===== src/rng_map.svh =====
// register map, field positions and reset values of the ring engine
// mode, revision and compare registers.
// assumes a 9-bit control bus address whose top bit, when clear, selects the
// conditional-write path.
`ifndef RNG_MAP_SVH
`define RNG_MAP_SVH

`define RNG_ADDR_W 9
`define RNG_DATA_W 8
`define RNG_CBA_BIT 8
`define RNG_OFS_MODE2 9'h005
`define RNG_OFS_REV 9'h007
`define RNG_OFS_CMP 9'h008
`define RNG_OFS_LATCH 8'h09
`define RNG_BIT_ADDRESS_FLAG_INHIBIT_ENABLE 4
`define RNG_BIT_LLC 3
`define RNG_BIT_SMT 2
`define RNG_BIT_BRIDGE_OPTION_SELECT 0
`define RNG_MODE2_MASK 8'h1D
`define RNG_RST_BYTE 8'h00
`define RNG_REVISION_DEF 8'h5A

`endif


===== src/rng_pkg.sv =====
// types shared by the ring engine register block.
// assumes rng_map.svh is on the include path.
`include "rng_map.svh"

package rng_pkg;

  typedef struct packed {
    logic [`RNG_DATA_W-1:0] mode2;
    logic [`RNG_DATA_W-1:0] compare;
    logic [`RNG_DATA_W-1:0] latch;
    logic [`RNG_DATA_W-1:0] rdata;
    logic addrFlag;
    logic macSat;
    logic copyFrame;
    logic setIndicators;
    logic countFrame;
  } rng_state_type;

endpackage


===== src/rng_cond_merge.sv =====
// bitwise conditional-write merge: only bits whose current value equals
// the compare value take the new data.
// assumes nothing beyond combinational use by the register block.
`timescale 1ns/1ps

module rng_cond_merge
  import rng_pkg::*;
(
  input wire logic [`RNG_DATA_W-1:0] curBits,
  input wire logic [`RNG_DATA_W-1:0] cmpBits,
  input wire logic [`RNG_DATA_W-1:0] newBits,
  output logic [`RNG_DATA_W-1:0] mergedBits
);

  logic [`RNG_DATA_W-1:0] matchBits;

  // ---------------------------------------------------------------
  // merge
  // ---------------------------------------------------------------
  // a bit that changed since software last sampled it is left alone
  assign matchBits = ~(curBits ^ cmpBits);
  assign mergedBits = (newBits & matchBits) | (curBits & ~matchBits);

endmodule


===== src/rng_regs.sv =====
// ring engine mode-two, revision, compare and conditional event latch
// registers, with the address flag gate, token capture routing and
// group copy decision that the mode bits steer.
// assumes a register master that strobes for one cycle and signals that
// are synchronous to clk.
`timescale 1ns/1ps

module rng_regs
  import rng_pkg::*;
#(
  parameter logic [`RNG_DATA_W-1:0] REVISION = `RNG_REVISION_DEF
)
(
  input wire logic clk,
  input wire logic rst,
  input wire logic masterReset,
  input wire logic [`RNG_ADDR_W-1:0] regAddr,
  input wire logic [`RNG_DATA_W-1:0] regWdata,
  input wire logic regWrite,
  input wire logic regRead,
  output logic [`RNG_DATA_W-1:0] regRdata,
  input wire logic [`RNG_DATA_W-1:0] eventIn,
  input wire logic addressFlagIn,
  input wire logic addressFlagInhibitPin,
  output logic addressRecognitionFlag,
  input wire logic tokenCaptureFromSi,
  input wire logic outputAFromSi,
  output logic tokenCaptureSignal,
  input wire logic frameStrobe,
  input wire logic fcIsLlc,
  input wire logic fcIsSmtMac,
  input wire logic destGroupBit,
  input wire logic addressMatch,
  output logic copyFrame,
  output logic setIndicators,
  output logic countFrame
);

  // ---------------------------------------------------------------
  // decode helpers
  // ---------------------------------------------------------------
  function automatic logic hitFull(input logic [`RNG_ADDR_W-1:0] a,
                                   input logic [`RNG_ADDR_W-1:0] ofs);
    hitFull = (a == ofs);
  endfunction

  function automatic logic hitLatch(input logic [`RNG_ADDR_W-1:0] a);
    hitLatch = (a[`RNG_CBA_BIT-1:0] == `RNG_OFS_LATCH);
  endfunction

  rng_state_type cur_ff;
  rng_state_type nxt_state;
  logic [`RNG_DATA_W-1:0] mergedLatch;
  logic condWrite;
  logic groupHit;
  logic address_flag_inhibit_enable;
  logic llcEn;
  logic smtEn;
  logic bridge_option_select;

  assign address_flag_inhibit_enable = cur_ff.mode2[`RNG_BIT_ADDRESS_FLAG_INHIBIT_ENABLE];
  assign llcEn = cur_ff.mode2[`RNG_BIT_LLC];
  assign smtEn = cur_ff.mode2[`RNG_BIT_SMT];
  assign bridge_option_select = cur_ff.mode2[`RNG_BIT_BRIDGE_OPTION_SELECT];
  assign condWrite = ~regAddr[`RNG_CBA_BIT];

  rng_cond_merge u_merge (
    .curBits(cur_ff.latch),
    .cmpBits(cur_ff.compare),
    .newBits(regWdata),
    .mergedBits(mergedLatch)
  );

  // ---------------------------------------------------------------
  // next state
  // ---------------------------------------------------------------
  always_comb begin
    nxt_state = cur_ff;
    nxt_state.rdata = `RNG_RST_BYTE;
    // mode-two, plain write, reserved bits never stored
    if (regWrite && hitFull(regAddr, `RNG_OFS_MODE2)) begin
      nxt_state.mode2 = regWdata & `RNG_MODE2_MASK;
    end
    if (masterReset) begin
      nxt_state.mode2 = `RNG_RST_BYTE;
    end
    // compare register: direct write or latch snapshot
    if (regWrite && hitFull(regAddr, `RNG_OFS_CMP)) begin
      nxt_state.compare = regWdata;
    end
    if (regRead && hitLatch(regAddr)) begin
      nxt_state.compare = cur_ff.latch;
    end
    // event latch; a new event wins over a clearing write
    if (regWrite && hitLatch(regAddr)) begin
      if (condWrite) begin
        nxt_state.latch = mergedLatch | eventIn;
      end else begin
        nxt_state.latch = regWdata | eventIn;
      end
    end else begin
      nxt_state.latch = cur_ff.latch | eventIn;
    end
    // read data, one cycle after the strobe
    if (regRead) begin
      if (hitFull(regAddr, `RNG_OFS_MODE2)) begin
        nxt_state.rdata = cur_ff.mode2;
      end else if (hitFull(regAddr, `RNG_OFS_REV)) begin
        nxt_state.rdata = REVISION;
      end else if (hitFull(regAddr, `RNG_OFS_CMP)) begin
        nxt_state.rdata = cur_ff.compare;
      end else if (hitLatch(regAddr)) begin
        nxt_state.rdata = cur_ff.latch;
      end else begin
        nxt_state.rdata = `RNG_RST_BYTE;
      end
    end
    // address flag gate; pin only matters with the enable set
    nxt_state.addrFlag = addressFlagIn &
                         ~(address_flag_inhibit_enable & addressFlagInhibitPin);
    // token capture routing for bridging
    nxt_state.macSat = bridge_option_select ? outputAFromSi : tokenCaptureFromSi;
    // frame copy decision, one pulse per frame strobe
    nxt_state.copyFrame = frameStrobe & (addressMatch | groupHit);
    nxt_state.setIndicators = frameStrobe & addressMatch;
    nxt_state.countFrame = frameStrobe & addressMatch;
  end

  assign groupHit = destGroupBit &
                    ((llcEn & fcIsLlc) | (smtEn & fcIsSmtMac));

  // ---------------------------------------------------------------
  // state register
  // ---------------------------------------------------------------
  // mode-two is assumed stable during ring operation, so no guard
  // against mid-frame changes of the copy enables is kept
  always_ff @(posedge clk or posedge rst) begin
    if (rst) begin
      cur_ff <= '0;
    end else begin
      cur_ff <= nxt_state;
    end
  end

  assign regRdata = cur_ff.rdata;
  assign addressRecognitionFlag = cur_ff.addrFlag;
  assign tokenCaptureSignal = cur_ff.macSat;
  assign copyFrame = cur_ff.copyFrame;
  assign setIndicators = cur_ff.setIndicators;
  assign countFrame = cur_ff.countFrame;
endmodule


===== config.mk =====
export PLATFORM = sky130hd
export DESIGN_NAME = rng_regs
export DESIGN_NICKNAME = d
export VERILOG_FILES = /design/src/rng_pkg.sv /design/src/rng_cond_merge.sv /design/src/rng_regs.sv
export VERILOG_INCLUDE_DIRS = /design/src
export SDC_FILE = /design/constraint.sdc
export NUM_CORES = 1
export LEC_CHECK = 0
export BUFFER_PORTS_ARGS = -buffer_cell sky130_fd_sc_hd__buf_2
export CORE_MARGIN = 10
export CORE_UTILIZATION = 48
export CTS_CLUSTER_DIAMETER = 50
export DETAILED_ROUTE_END_ITERATION = 6
export GPL_ROUTABILITY_DRIVEN = 1
export PLACE_DENSITY_LB_ADDON = 0.1
export SYNTH_ARGS = -nofsm -noshare
export SYNTH_HDL_FRONTEND = slang
export SYNTH_SLANG_ARGS = --single-unit
export TNS_END_PERCENT = 20

===== constraint.sdc =====
create_clock -name clk -period 1.3 [get_ports clk]
set_input_delay 0.13 -clock clk [delete_from_list [all_inputs] [get_ports clk]]
set_output_delay 0.13 -clock clk [all_outputs]
set_load 0.03 [all_outputs]

-- Word level (Yosys, flattened, before mapping)
Index checks and enable logic that the tools add are counted.
- output and inout bits: 13
- bits of input ports: 39
- word-level logic and storage cells: 49
- bits in registers: 36
- multiplexer cells: 12
- reduce and logical (&&, ||, !) cells: 6
- equality and inequality tests: 4
- bitwise logic cells: 19
- operators by type and width (operator ; number):
    $mux 8 ; 11
    $or 8x8->8 ; 4
    $eq 9x3->1 const B ; 2
    $and 8x8->8 ; 2
    $not 8->8 ; 2
    $eq 9x4->1 const B ; 1
    $eq 8x4->1 const B ; 1
    $xor 8x8->8 ; 1
    $and 1x1->1 ; 7
    $logic_and 1x1->1 ; 4
    $reduce_bool 2->1 ; 2
    $or 1x1->1 ; 2
    $mux 1 ; 1
    $not 1->1 ; 1

-- Longest topological paths before layout
Gate-level depths: netlist of run 1.
- depth in word-level cells: 8
- gate-level depth with buffers: 6
- mapped depth without buffers: 3

-- Hierarchy
Synthesis of run 1 repeated with hierarchy kept, for this count alone.
- cells, all modules: 177
- area total of the unflattened synthesis: 1776.7 sq um
- modules (own cells, without submodules) (module ; sequential area each (sq um) ; cells an instance ; instances ; area each (sq um)):
    rng_regs ; 800.8 ; 153 ; 1 ; 1676.6
    rng_cond_merge ; 0.0 ; 24 ; 1 ; 100.1

-- Worst setup path after synthesis of run 1
Ideal clock, no wire load.
- path kind: input to register
- start point: in regAddr[7]
- end point: reg cur_ff[17] (netlist bit)
- path slack: -0.179 ns
- required time: 1.162 ns
- path buffers: 2
- cell stages on the path: 5
- arrival time: 1.341 ns
- cell sequence: or4_4 buf_6 buf_6 o41ai_2 o211ai_1
- RTL lines (item ; line ; text):
    from (decl) ; rng_regs.sv:17 ; input wire logic [`RNG_ADDR_W-1:0] regAddr,
    to (signal assigned) ; rng_regs.sv:141 ; cur_ff <= nxt_state;
    to (decl) ; rng_regs.sv:51 ; rng_state_type cur_ff;

==> results.md, run 1 <==
- Status: completed
- Wire per inst: between 15 and 20 um
- Max-cap viol count: 0
- Seq/Total Area, Yosys: a little under two fifths
- CP required: approximately 1500 ps
- Die Ht: between 80 and 90 um
- Gpl congestion: ~0.87
- Critical-path maximum fanout: 2
- Async set-reset flop share out of synthesis: 100.0%
- Via density: between 5 and 6
- Area of the core: about 4100 sq um
- Synthesized Nets: between 200 and 300
- Pins Over Slew Limit: 0
- Post-Route WL: 6186 um
- Min cycle time layout: 1298 ps
- Root Driver: clkbuf_8
- ANT nets after route: 0
- Port bufs: between 50 and 60
- Vias in the first global route: ~2000
- Initial antenna violation count: 0
- Layout cells sized above 1: 41.24%
- DRT Pass-1 Iters: 4
- Critical path arrival: around 1500 ps
- Post-synth EDFFs: 0
- Hold Path Class: input port to flop
- Clock slew at reported path FFs: around 70 ps
- Floorplan row count: 23
- CP Launch Type: flop
- FMAX: slightly below 0.8 GHz
- Headroom to the max-slew limit: between 60% and 70%
- Largest net degree at the start of global routing: 33
- Ys flop type: dfrtp_1
- Initial drt markers: 140
- Drt drc: 0
- Critical path capture point type: flop
- Finished Layout Cells: ~340
- Cell count after synthesis: roughly 220
- Starting Density: 50.74%
- Max IR drop VDD: ~0.46 mV
- Hold path endpoint: addressRecognitionFlag$_DFF_PP0_
- Hold Slack: between 40 and 50 ps
- Post-layout power: approximately 2300 uW
- IO Count: 52
- Area taken by multi-input logic gates: 1145 sq um
- Total negative slack: 0 ps
- Inst Count DP: 330
- Worst R2R Start: cur_ff[25]$_DFFE_PP0P_
- CTS tree: yes
- Die Width: roughly 86 um
- Critical path class: flop to flop
- Power density over the cells: ~830 nW/um^2
- Final cycle utilization of the critical path: around 100%
- Via count: ~2000
- Total track usage: 16.87%
- Min-Delay Startpoint: addressFlagInhibitPin
- Clock Latency Late Sink: roughly 290 ps
- Fill cells: approximately 360
- Hold Fails Final Rpt: 0
- Reg area: 800.8 sq um
- Cts bufs inserted: 5
- Worst slew pin tran: between 400 and 500 ps
- R2R depth: 3
- FF-to-FF End: regRdata[4]$_DFF_PP0_
- Syn_area_per_cell: about 9.4 sq um
- Clock Skew: ~8.6 ps
- Post-synthesis cell type count: 45
- Critical path origin: cur_ff[25]$_DFFE_PP0P_
- Yosys reg bits: 32
- Nets: ~330
- Reg2Reg Setup Slack: 2 ps
- Post-synthesis cell area: 2088 sq um
- Clock buffer depth: 2
- Leak Pwr: 0.001167 uW
- Ant diodes: 0
- Clock sink total: 32
- DIE AREA: roughly 7400 sq um
- H-tree depth: 2
- Layout area overhead: 30.50%
- Gr ovfl total: 0
- Detail Placement HPWL: about 4600 um
- Final setup viols: 0
- Global-route wire length before repair: just over 10000 um
- Unrepaired setup endpoints after global routing: yes
- Synth Warn #: 0
- WHS Path Cells: 2
[routing by layer]
metal | vias to the layer above | GRT usage, % | part of all wire, % | wire length, um
li1 | 979 | - | - | -
met1 | 965 | 21.21 | 43 | 2680
met2 | 79 | 27.86 | 48 | 2943
met3 | 5 | 4.825 | 8.2 | 509
met4 | 0 | 3.593 | 0.84 | 52
met5 | - | 0 | 0 | 0
[final cells by class]
| type | count | area share, % |
|---|---|---|
| Multi-Input combinational cell | 148 | 42.01 |
| Sequential cell | 32 | 29.38 |
| Timing Repair Buffer | 89 | 20.98 |
| Clock buffer | 6 | 3.030 |
| Tap cell | 50 | 2.296 |
| Inverter | 14 | 1.928 |
| Clock inverter | 2 | 0.3673 |
[cells by family (layout without fill, tap and decap cells)]
| logic type | count (synthesis) | after routing | synth area share, % |
|---|---|---|---|
| compound gates | 59 | 59 | 21.57 |
| buf+inv | 42 | 111 | 10.72 |
| flops | 32 | 32 | 38.35 |
| mux | 1 | 1 | 0.5392 |
| simple gates | 88 | 88 | 28.82 |
[registers in the layout, indices dropped and copies added (netlist names)]
signal	cells
addressRecognitionFlag	1
address_flag_inhibit_enable	1
bridge_option_select	1
copyFrame	1
countFrame	1
cur_ff	18
regRdata	8
tokenCaptureSignal	1
[cells in the final DEF, fill, tap and decap left out, types with 8 or more instances in the layout]
master    instances
nor2b_1           9
a21oi_1          10
nand4_1          16
nor4_1            9
o21bai_1          8
buf_2            51
buf_4            34
nand2_1          11
dfrtp_1          32
inv_1            14
[metrics by stage]
step	utilization, %	cell area (sq um)	setup slack, ps
final	66.22	2725	2.060
after detailed placement	62.66	2579	-285.9
after global placement	62.66	2579	-269.9
after global routing	66.22	2725	-39.17
after CTS	65.76	2706	5.343
after floorplan	-	2145	-82.87
[cells in the mapped netlist, drive strengths merged, types with 5 or more instances]
| cell | n | share of area [%] |
|---|---|---|
| dfrtp | 32 | 38 |
| buf | 21 | 6.9 |
| nand4 | 16 | 4.8 |
| inv | 14 | 2.5 |
| nor4 | 14 | 4.5 |
| a21oi | 12 | 2.9 |
| nand2 | 11 | 2.0 |
| nor2b | 9 | 2.7 |
| o21bai | 8 | 2.9 |
| o41ai | 8 | 4.4 |
| clkbuf | 7 | 1.3 |
| nor3b | 7 | 2.8 |
| nand4bb | 6 | 3.2 |
| o211ai | 6 | 2.2 |
| and2 | 5 | 1.5 |
[worst max path at each step]
stage	to	slack, ps
finish	regRdata[4]$_DFF_PP0_	2
global route	regRdata[4]$_DFF_PP0_	-40
CTS	regRdata[4]$_DFF_PP0_	5
detailed placement	cur_ff[18]$_DFF_PP0_	-290
global placement	cur_ff[20]$_DFF_PP0_	-270
floorplan	cur_ff[17]$_DFF_PP0_	-80
[worst max-delay path, cell delays in order, from the launching register on]
cell,delay (ps)
dfrtp_1,340
or3b_2,440
a211o_1,290
a21oi_2,140
[power breakdown]
group          switching, uW  internal, uW
Combinational            232           191
Sequential              17.5          1020
Clock                    374           422
[repair_timing]
action | in CTS | in global routing
setup buffers | 2 | 0
endpoints found under the setup margin | 2 | 7
resized for setup | 3 | 4
pin swaps | 2 | 1
hold endpoints to repair | 32 | 0
hold buffers | 1 | 0
Power figures use the tool's default switching activity.
==> run 2: changes to the inputs <==
Clock period 1.3 ns to 1.11 ns, I/O delays scaled along.
==> run 2 against run 1 <==
- the flow now finishes with violations (setup timing)
- critical endpoint is now cur_ff[31]$_DFFE_PP0P_
- global-route usage up 0.99 points
- sequential power is 17% higher
- wire length increased by 14%
- first-iteration DRC count is 51% higher
- worst hold slack worse by 30 ps
- clock skew is essentially flat
- count of clock-buffer cells in the layout increased by 1
- non-clock buffer count up 10
- critical path type is now input port to flop
- register-to-register slack worse by 120 ps
- critical path depth grew 2
==> results.md, run 2 (synthesis gave the netlist of run 1 again) <==
- ANT nets after route: 0
- Cts bufs inserted: 5
- Vias in the first global route: between 2000 and 2500
- Post-layout power: between 3000 and 4000 uW
- Final WS setup: -141.6 ps
- Detail Placement HPWL: approximately 4800 um
- CP cell instances: buf_6 -> or4_4 -> buf_6 -> o31ai_1 -> a21oi_1
- Clock slew at reported path FFs: 70 ps
- Die Width: about 86 um
- Die Ht: approximately 86 um
- Initial antenna violation count: 0
- Starting Density: roughly 51%
- Pins Over Slew Limit: 0
- Violated checks: setup timing
- Final instance area: about 3000 sq um
- Max incr delay on CP: ~610 ps
- Initial drt markers: approximately 210
- Power density over the cells: between 1000 and 1500 nW/um^2
- Wire per inst: a little over 20 um
- Drt drc: 0
- Unrepaired setup endpoints after global routing: yes
- FMAX: 0.7990 GHz
- Post-Route WL: 7081 um
- H-tree depth: 2
- Largest net degree at the start of global routing: 22
- Layout cells sized above 1: about 47%
- Ant diodes: 0
- Port bufs: a little over 50
- Clock sink total: 32
- Gr ovfl total: 0
- Final setup viols: 22
- Clock Latency Late Sink: between 200 and 300 ps
- Max FFs per register: 18
- DRT Pass-1 Iters: 6
- Hold Slack: approximately 13 ps
- Root Driver: clkbuf_8
- Total track usage: 17.86%
- Largest Register: cur_ff
- Gpl congestion: 0.8767
- Clock Skew: just under 9 ps
- Critical-path maximum fanout: 10
- Hold Fails Final Rpt: 0
- Commonest non-fill, non-tap cell in the layout: buf_2
- Headroom to the max-slew limit: ~52%
- Floorplan row count: 23
- Via count: ~2300
- Worst slew pin tran: between 700 and 800 ps
- Nets: 340
- DIE AREA: around 7400 sq um
- CP Launch Type: input port
- CP dominant cell by count: buf_6
- Via density: 6.472
- Area of the core: 4115 sq um
- CP required: 1280 ps
- IO Count: between 50 and 60
- Crit path max-delay cell type: or4_4
- Layout area overhead: 41.94%
- Core Util, Final: between 70% and 80%
- Leak Pwr: 0.001304 uW
- Critical path capture point type: flop
- Hold Path Class: input port to flop
- Global-route wire length before repair: between 10000 and 15000 um
- Clock buffer depth: 2
- Fill cells: 311
- Min cycle time layout: around 1300 ps
- Status: complete, but fails checks
- Critical path arrival: between 1000 and 1500 ps
- Critical path class: input port to flop
- Most frequent cells in the layout: buf_2 (49), buf_4 (44), dfrtp_1 (32)
- Max IR drop VDD: ~0.6 mV
- Final cycle utilization of the critical path: 112.8%
- Post-place setup slack: -480.5 ps
- Max-cap viol count: 0
- CTS tree: yes
- DP Area: 2621 sq um
==> run 2: repair_timing <==
item | CTS | global route
cloned | 1 | 0
pin swaps | 7 | 5
buffers inserted | 4 | 0
hold buffers | 1 | 0
resized for setup | 11 | 21
endpoints found under the setup margin | 23 | 27
endpoints found under the hold margin | 32 | 0
==> run 2: worst max-delay path: cells and delay by family <==
family	cells	cell delay, ps
AO/OA/AOI/OAI	2	410
buffers and inverters	2	290
AND/OR/NAND/NOR	1	610
==> run 2: final cells by class <==
| type | count | area, sq um | area share (%) |
|---|---|---|---|
| clock buffers | 7 | 96.34 | 3.250 |
| multi-input cells | 149 | 1276 | 43.06 |
| well taps | 50 | 62.56 | 2.111 |
| flip-flops and latches | 32 | 800.8 | 27.02 |
| clock inverters | 1 | 30.03 | 1.013 |
| repair buffers | 99 | 645.6 | 21.78 |
| inverters | 14 | 52.55 | 1.773 |
==> run 2: power by group <==
group	total [uW]	switching, uW	internal (uW)	leakage [uW]
registers	1220	22.9	1190	0.000360
logic	556	313	243	0.000880
clock network	1230	443	792	0.0000645
==> run 2: routing by layer <==
layer	up-vias	global-route usage (%)	wire length, um
met3	21	5.203	616
met5	-	0	0
li1	1010	-	-
met1	1109	22.46	3001
met2	138	29.48	3349
met4	0	3.593	114
==> run 2: stage by stage <==
step | setup TNS [ps] | std cells
3_3_place_gp | -9852 | 339
2_1_floorplan | -5758 | 222
4_1_cts | -1150 | 353
3_5_place_dp | -10250 | 339
6_report | -1610 | 352
5_1_grt | -2436 | 352
==> run 2: worst paths after layout <==
kind	startpoint	slack [ps]	cells past startpoint	end
worst min-delay path	addressFlagInhibitPin	10	2	addressRecognitionFlag$_DFF_PP0_
max in group asynchronous	rst	450	4	cur_ff[25]$_DFFE_PP0P_
worst max register to register	cur_ff[24]$_DFFE_PP0P_	-120	3	regRdata[3]$_DFF_PP0_
worst max-delay path	regAddr[6]	-140	5	cur_ff[31]$_DFFE_PP0P_
worst min register to register	address_flag_inhibit_enable$_DFFE_PP0P_	540	1	addressRecognitionFlag$_DFF_PP0_
min in group asynchronous	rst	370	4	cur_ff[19]$_DFF_PP0_
==> run 3: changes to the inputs <==
Settings changed: ABC_AREA set to 1.
==> run 3 against run 2 <==
- the flow now finishes without violations
- critical path depth up 4
- synthesized cell count is 33% higher
- area after synthesis shrank 4.4%
==> results.md, run 3 <==
- Status: completed
- Starting Density: roughly half
- DRT Pass-1 Iters: 4
- Initial drt markers: 136
- Synth Area in Adders: 0%
- Reg area: between 800 and 900 sq um
- Ant diodes: 0
- Syn_area_per_cell: about 6.8 sq um
- Nets: 399
- Finished Layout Cells: slightly above 400
- Most frequent cells in the layout: nand2_1 (133), buf_2 (51), nand3_1 (41)
- Gr ovfl total: 0
- Core Util, Final: around three fifths
- Root Driver: clkbuf_8
- Critical-path maximum fanout: 4
- Critical path buffer and inverter count: 1
- IO Count: between 50 and 60
- Met1 Track Usage GR: a little under a fifth
- Yosys reg bits: 32
- Inst Count DP: 402
- Cts bufs inserted: 5
- FMAX: ~1.0 GHz
- Most frequent cell after synthesis: nand2_1
- Die Width: ~84 um
- Flop pwr share: about 50%
- Vias in the first global route: 2010
- Sw Pwr: roughly 650 uW
- Clock Latency Late Sink: 280 ps
- H-tree depth: 2
- Synth area leaders: dfrtp_1 (40%), nand2_1 (25%), nand3_1 (10%), inv_1 (6.2%), buf_4 (3.4%)
- Seq/Total Area, Yosys: 40.13%
- Via density: about 4.8
- Met2 GRT Util: 24.23%
- Final cycle utilization of the critical path: about nine tenths
- Fill cells: 386
- Family with the most delay on the worst path: simple AND/OR/NAND/NOR gates
- Post-Route WL: between 5000 and 6000 um
- Yosys top cell area share: 40.13%
- Floorplan row count: 23
- Ys flop type: dfrtp_1
- CP cell instances: inv_1 -> nand2_1 -> nand2_1 -> nand2_1 -> nand2_1 -> nand2_1 -> nand2_1 -> nand2_1 -> nand3_1
- Post-Synth Simple-Gate Area: roughly 44%
- Layout area overhead: 23.01%
- Max incr delay on CP: around 400 ps
- Area taken by multi-input logic gates: between 900 and 1000 sq um
- Critical path class: flop to flop
- Async set-reset flop share out of synthesis: 100.0%
- CP required: ~1300 ps
- Via count: slightly below 2000
- Layout cells sized above 1: 26.94%
- Unrepaired setup endpoints after global routing: yes
- Final setup viols: 0
- Detail Placement HPWL: approximately 4100 um
- Clock buffer depth: 2
- Cell taking the most area after synthesis: dfrtp_1
- Worst slew pin tran: 298.2 ps
- Post-synthesis cell type count: 23
- Largest Register: cur_ff
- Max FFs per register: 18
- ANT nets after route: 0
- Max-cap viol count: 0
- Port bufs: 51
- Total negative slack: 0 ps
- Pins Over Slew Limit: 0
- Max IR drop VDD: around 0.6 mV
- CP dominant cell by count: nand2_1
- Hold Fails Final Rpt: 0
- Die Ht: 84.48 um
- Clock slew at reported path FFs: 60 ps
- Met3 Use GR: under 10%
- Leak Pwr: 0.001501 uW
- Synthesized Nets: 334
- DIE AREA: between 7000 and 8000 sq um
- Post-synthesis mux area share: less than 1%
- Crit path max-delay cell type: dfrtp_1
- Area of the core: approximately 4000 sq um
- Critical path capture point type: flop
- Synth Warn #: 0
- Drt drc: 0
- Hold Path Class: input port to flop
- Synth Area in XOR/XNOR: 0%
- Total track usage: roughly 15%
- CTS tree: yes
- Clock Skew: approximately 3.8 ps
- Post-layout power: ~2400 uW
- Largest family of logic cells by synthesized area: simple AND/OR/NAND/NOR gates
- Cell count after synthesis: between 200 and 300
- Min cycle time layout: 993.1 ps
- Clock sink total: 32
- Gate power share: 15.5%
- Internal power: between 1500 and 2000 uW
- Power density over the cells: between 900 and 1000 nW/um^2
- Wire per inst: 12.81 um
- CP Launch Type: flop
- Gr busiest metal: met2
- Synth top cells by count: nand2_1 (133), nand3_1 (41), inv_1 (33), dfrtp_1 (32), nor2_1 (15)
- Global-route wire length before repair: 9018 um
- Post-synth EDFFs: 0
- Clock power frac: between 30% and 40%
- Critical path arrival: ~1200 ps
- Post-synthesis compound-gate area fraction: approximately 3.2%
- Sw frac: roughly a quarter
- Commonest non-fill, non-tap cell in the layout: nand2_1
- Headroom to the max-slew limit: between 80% and 90%
- Initial antenna violation count: 0
- Post-synthesis cell area: about 2000 sq um
- Gpl congestion: around 0.8
- Hold Slack: approximately 12 ps
- Post-CTS setup-driven buffer insertion count: 0
- Largest net degree at the start of global routing: 33
## run 3: power by group through the flow
stage               Sequential, uW  Combinational (uW)  Clock, uW
floorplan                     1260                 194          0
global placement              1250                 371          0
detailed placement            1250                 375          0
CTS                           1220                 380        849
global route                  1230                 429        900
finish                        1230                 377        827
## run 3: cell families (layout without fill, tap and decap cells)
group,Yosys count,after routing
AO/OA/AOI/OAI,11,11
flip-flops,32,32
multiplexers,1,1
AND/OR/NAND/NOR,203,203
buffers and inverters,48,113
## run 3: what timing repair did
action | 4_1_cts | 5_1_grt
endpoints found under the hold margin | 32 | 0
resized for setup | 0 | 5
hold buffers | 1 | 0
setup endpoints to repair | 0 | 3
## run 3: stage by stage
stage / worst slack [ps] / instance area [sq um]
global route: -4.194 / 2455
finish: 116.9 / 2455
floorplan: 58.06 / 1996
global placement: -130.6 / 2364
CTS: 92.30 / 2451
detailed placement: -136.3 / 2364
## run 3: final timing paths
kind	startpoint	endpoint	slack, ps	cells after the start
worst min register to register	address_flag_inhibit_enable$_DFFE_PP0P_	addressRecognitionFlag$_DFF_PP0_	500	1
worst max register to register	cur_ff[21]$_DFFE_PP0P_	cur_ff[13]$_DFF_PP0_	120	9
max in group asynchronous	rst	cur_ff[15]$_DFF_PP0_	500	4
worst min-delay path	addressFlagInhibitPin	addressRecognitionFlag$_DFF_PP0_	10	2
min in group asynchronous	rst	regRdata[1]$_DFF_PP0_	420	4
worst max-delay path	cur_ff[21]$_DFFE_PP0P_	cur_ff[13]$_DFF_PP0_	120	9
## run 3: layout make-up
class / instances / area share [%]
Timing Repair Buffer: 71 / 17.13
Inverter: 35 / 5.403
Multi-Input combinational cell: 215 / 38.99
Sequential cell: 32 / 32.77
Clock inverter: 1 / 0.2039
Tap cell: 50 / 2.548
Clock buffer: 6 / 2.956
## run 3: layer usage
layer	vias to the layer above	part of all wire (%)	routed length (um)
met3	6	5.3	278
met5	-	0	0
met1	899	46	2398
li1	1028	-	-
met2	53	48	2531
met4	0	0.84	44
## run 3: worst reg2reg max path, cell delays in order (launching register included)
cell,delay (ps)
dfrtp_1,400
inv_1,80
nand2_1,70
nand2_1,40
nand2_1,50
nand2_1,50
nand2_1,50
nand2_1,40
nand2_1,50
nand3_1,60
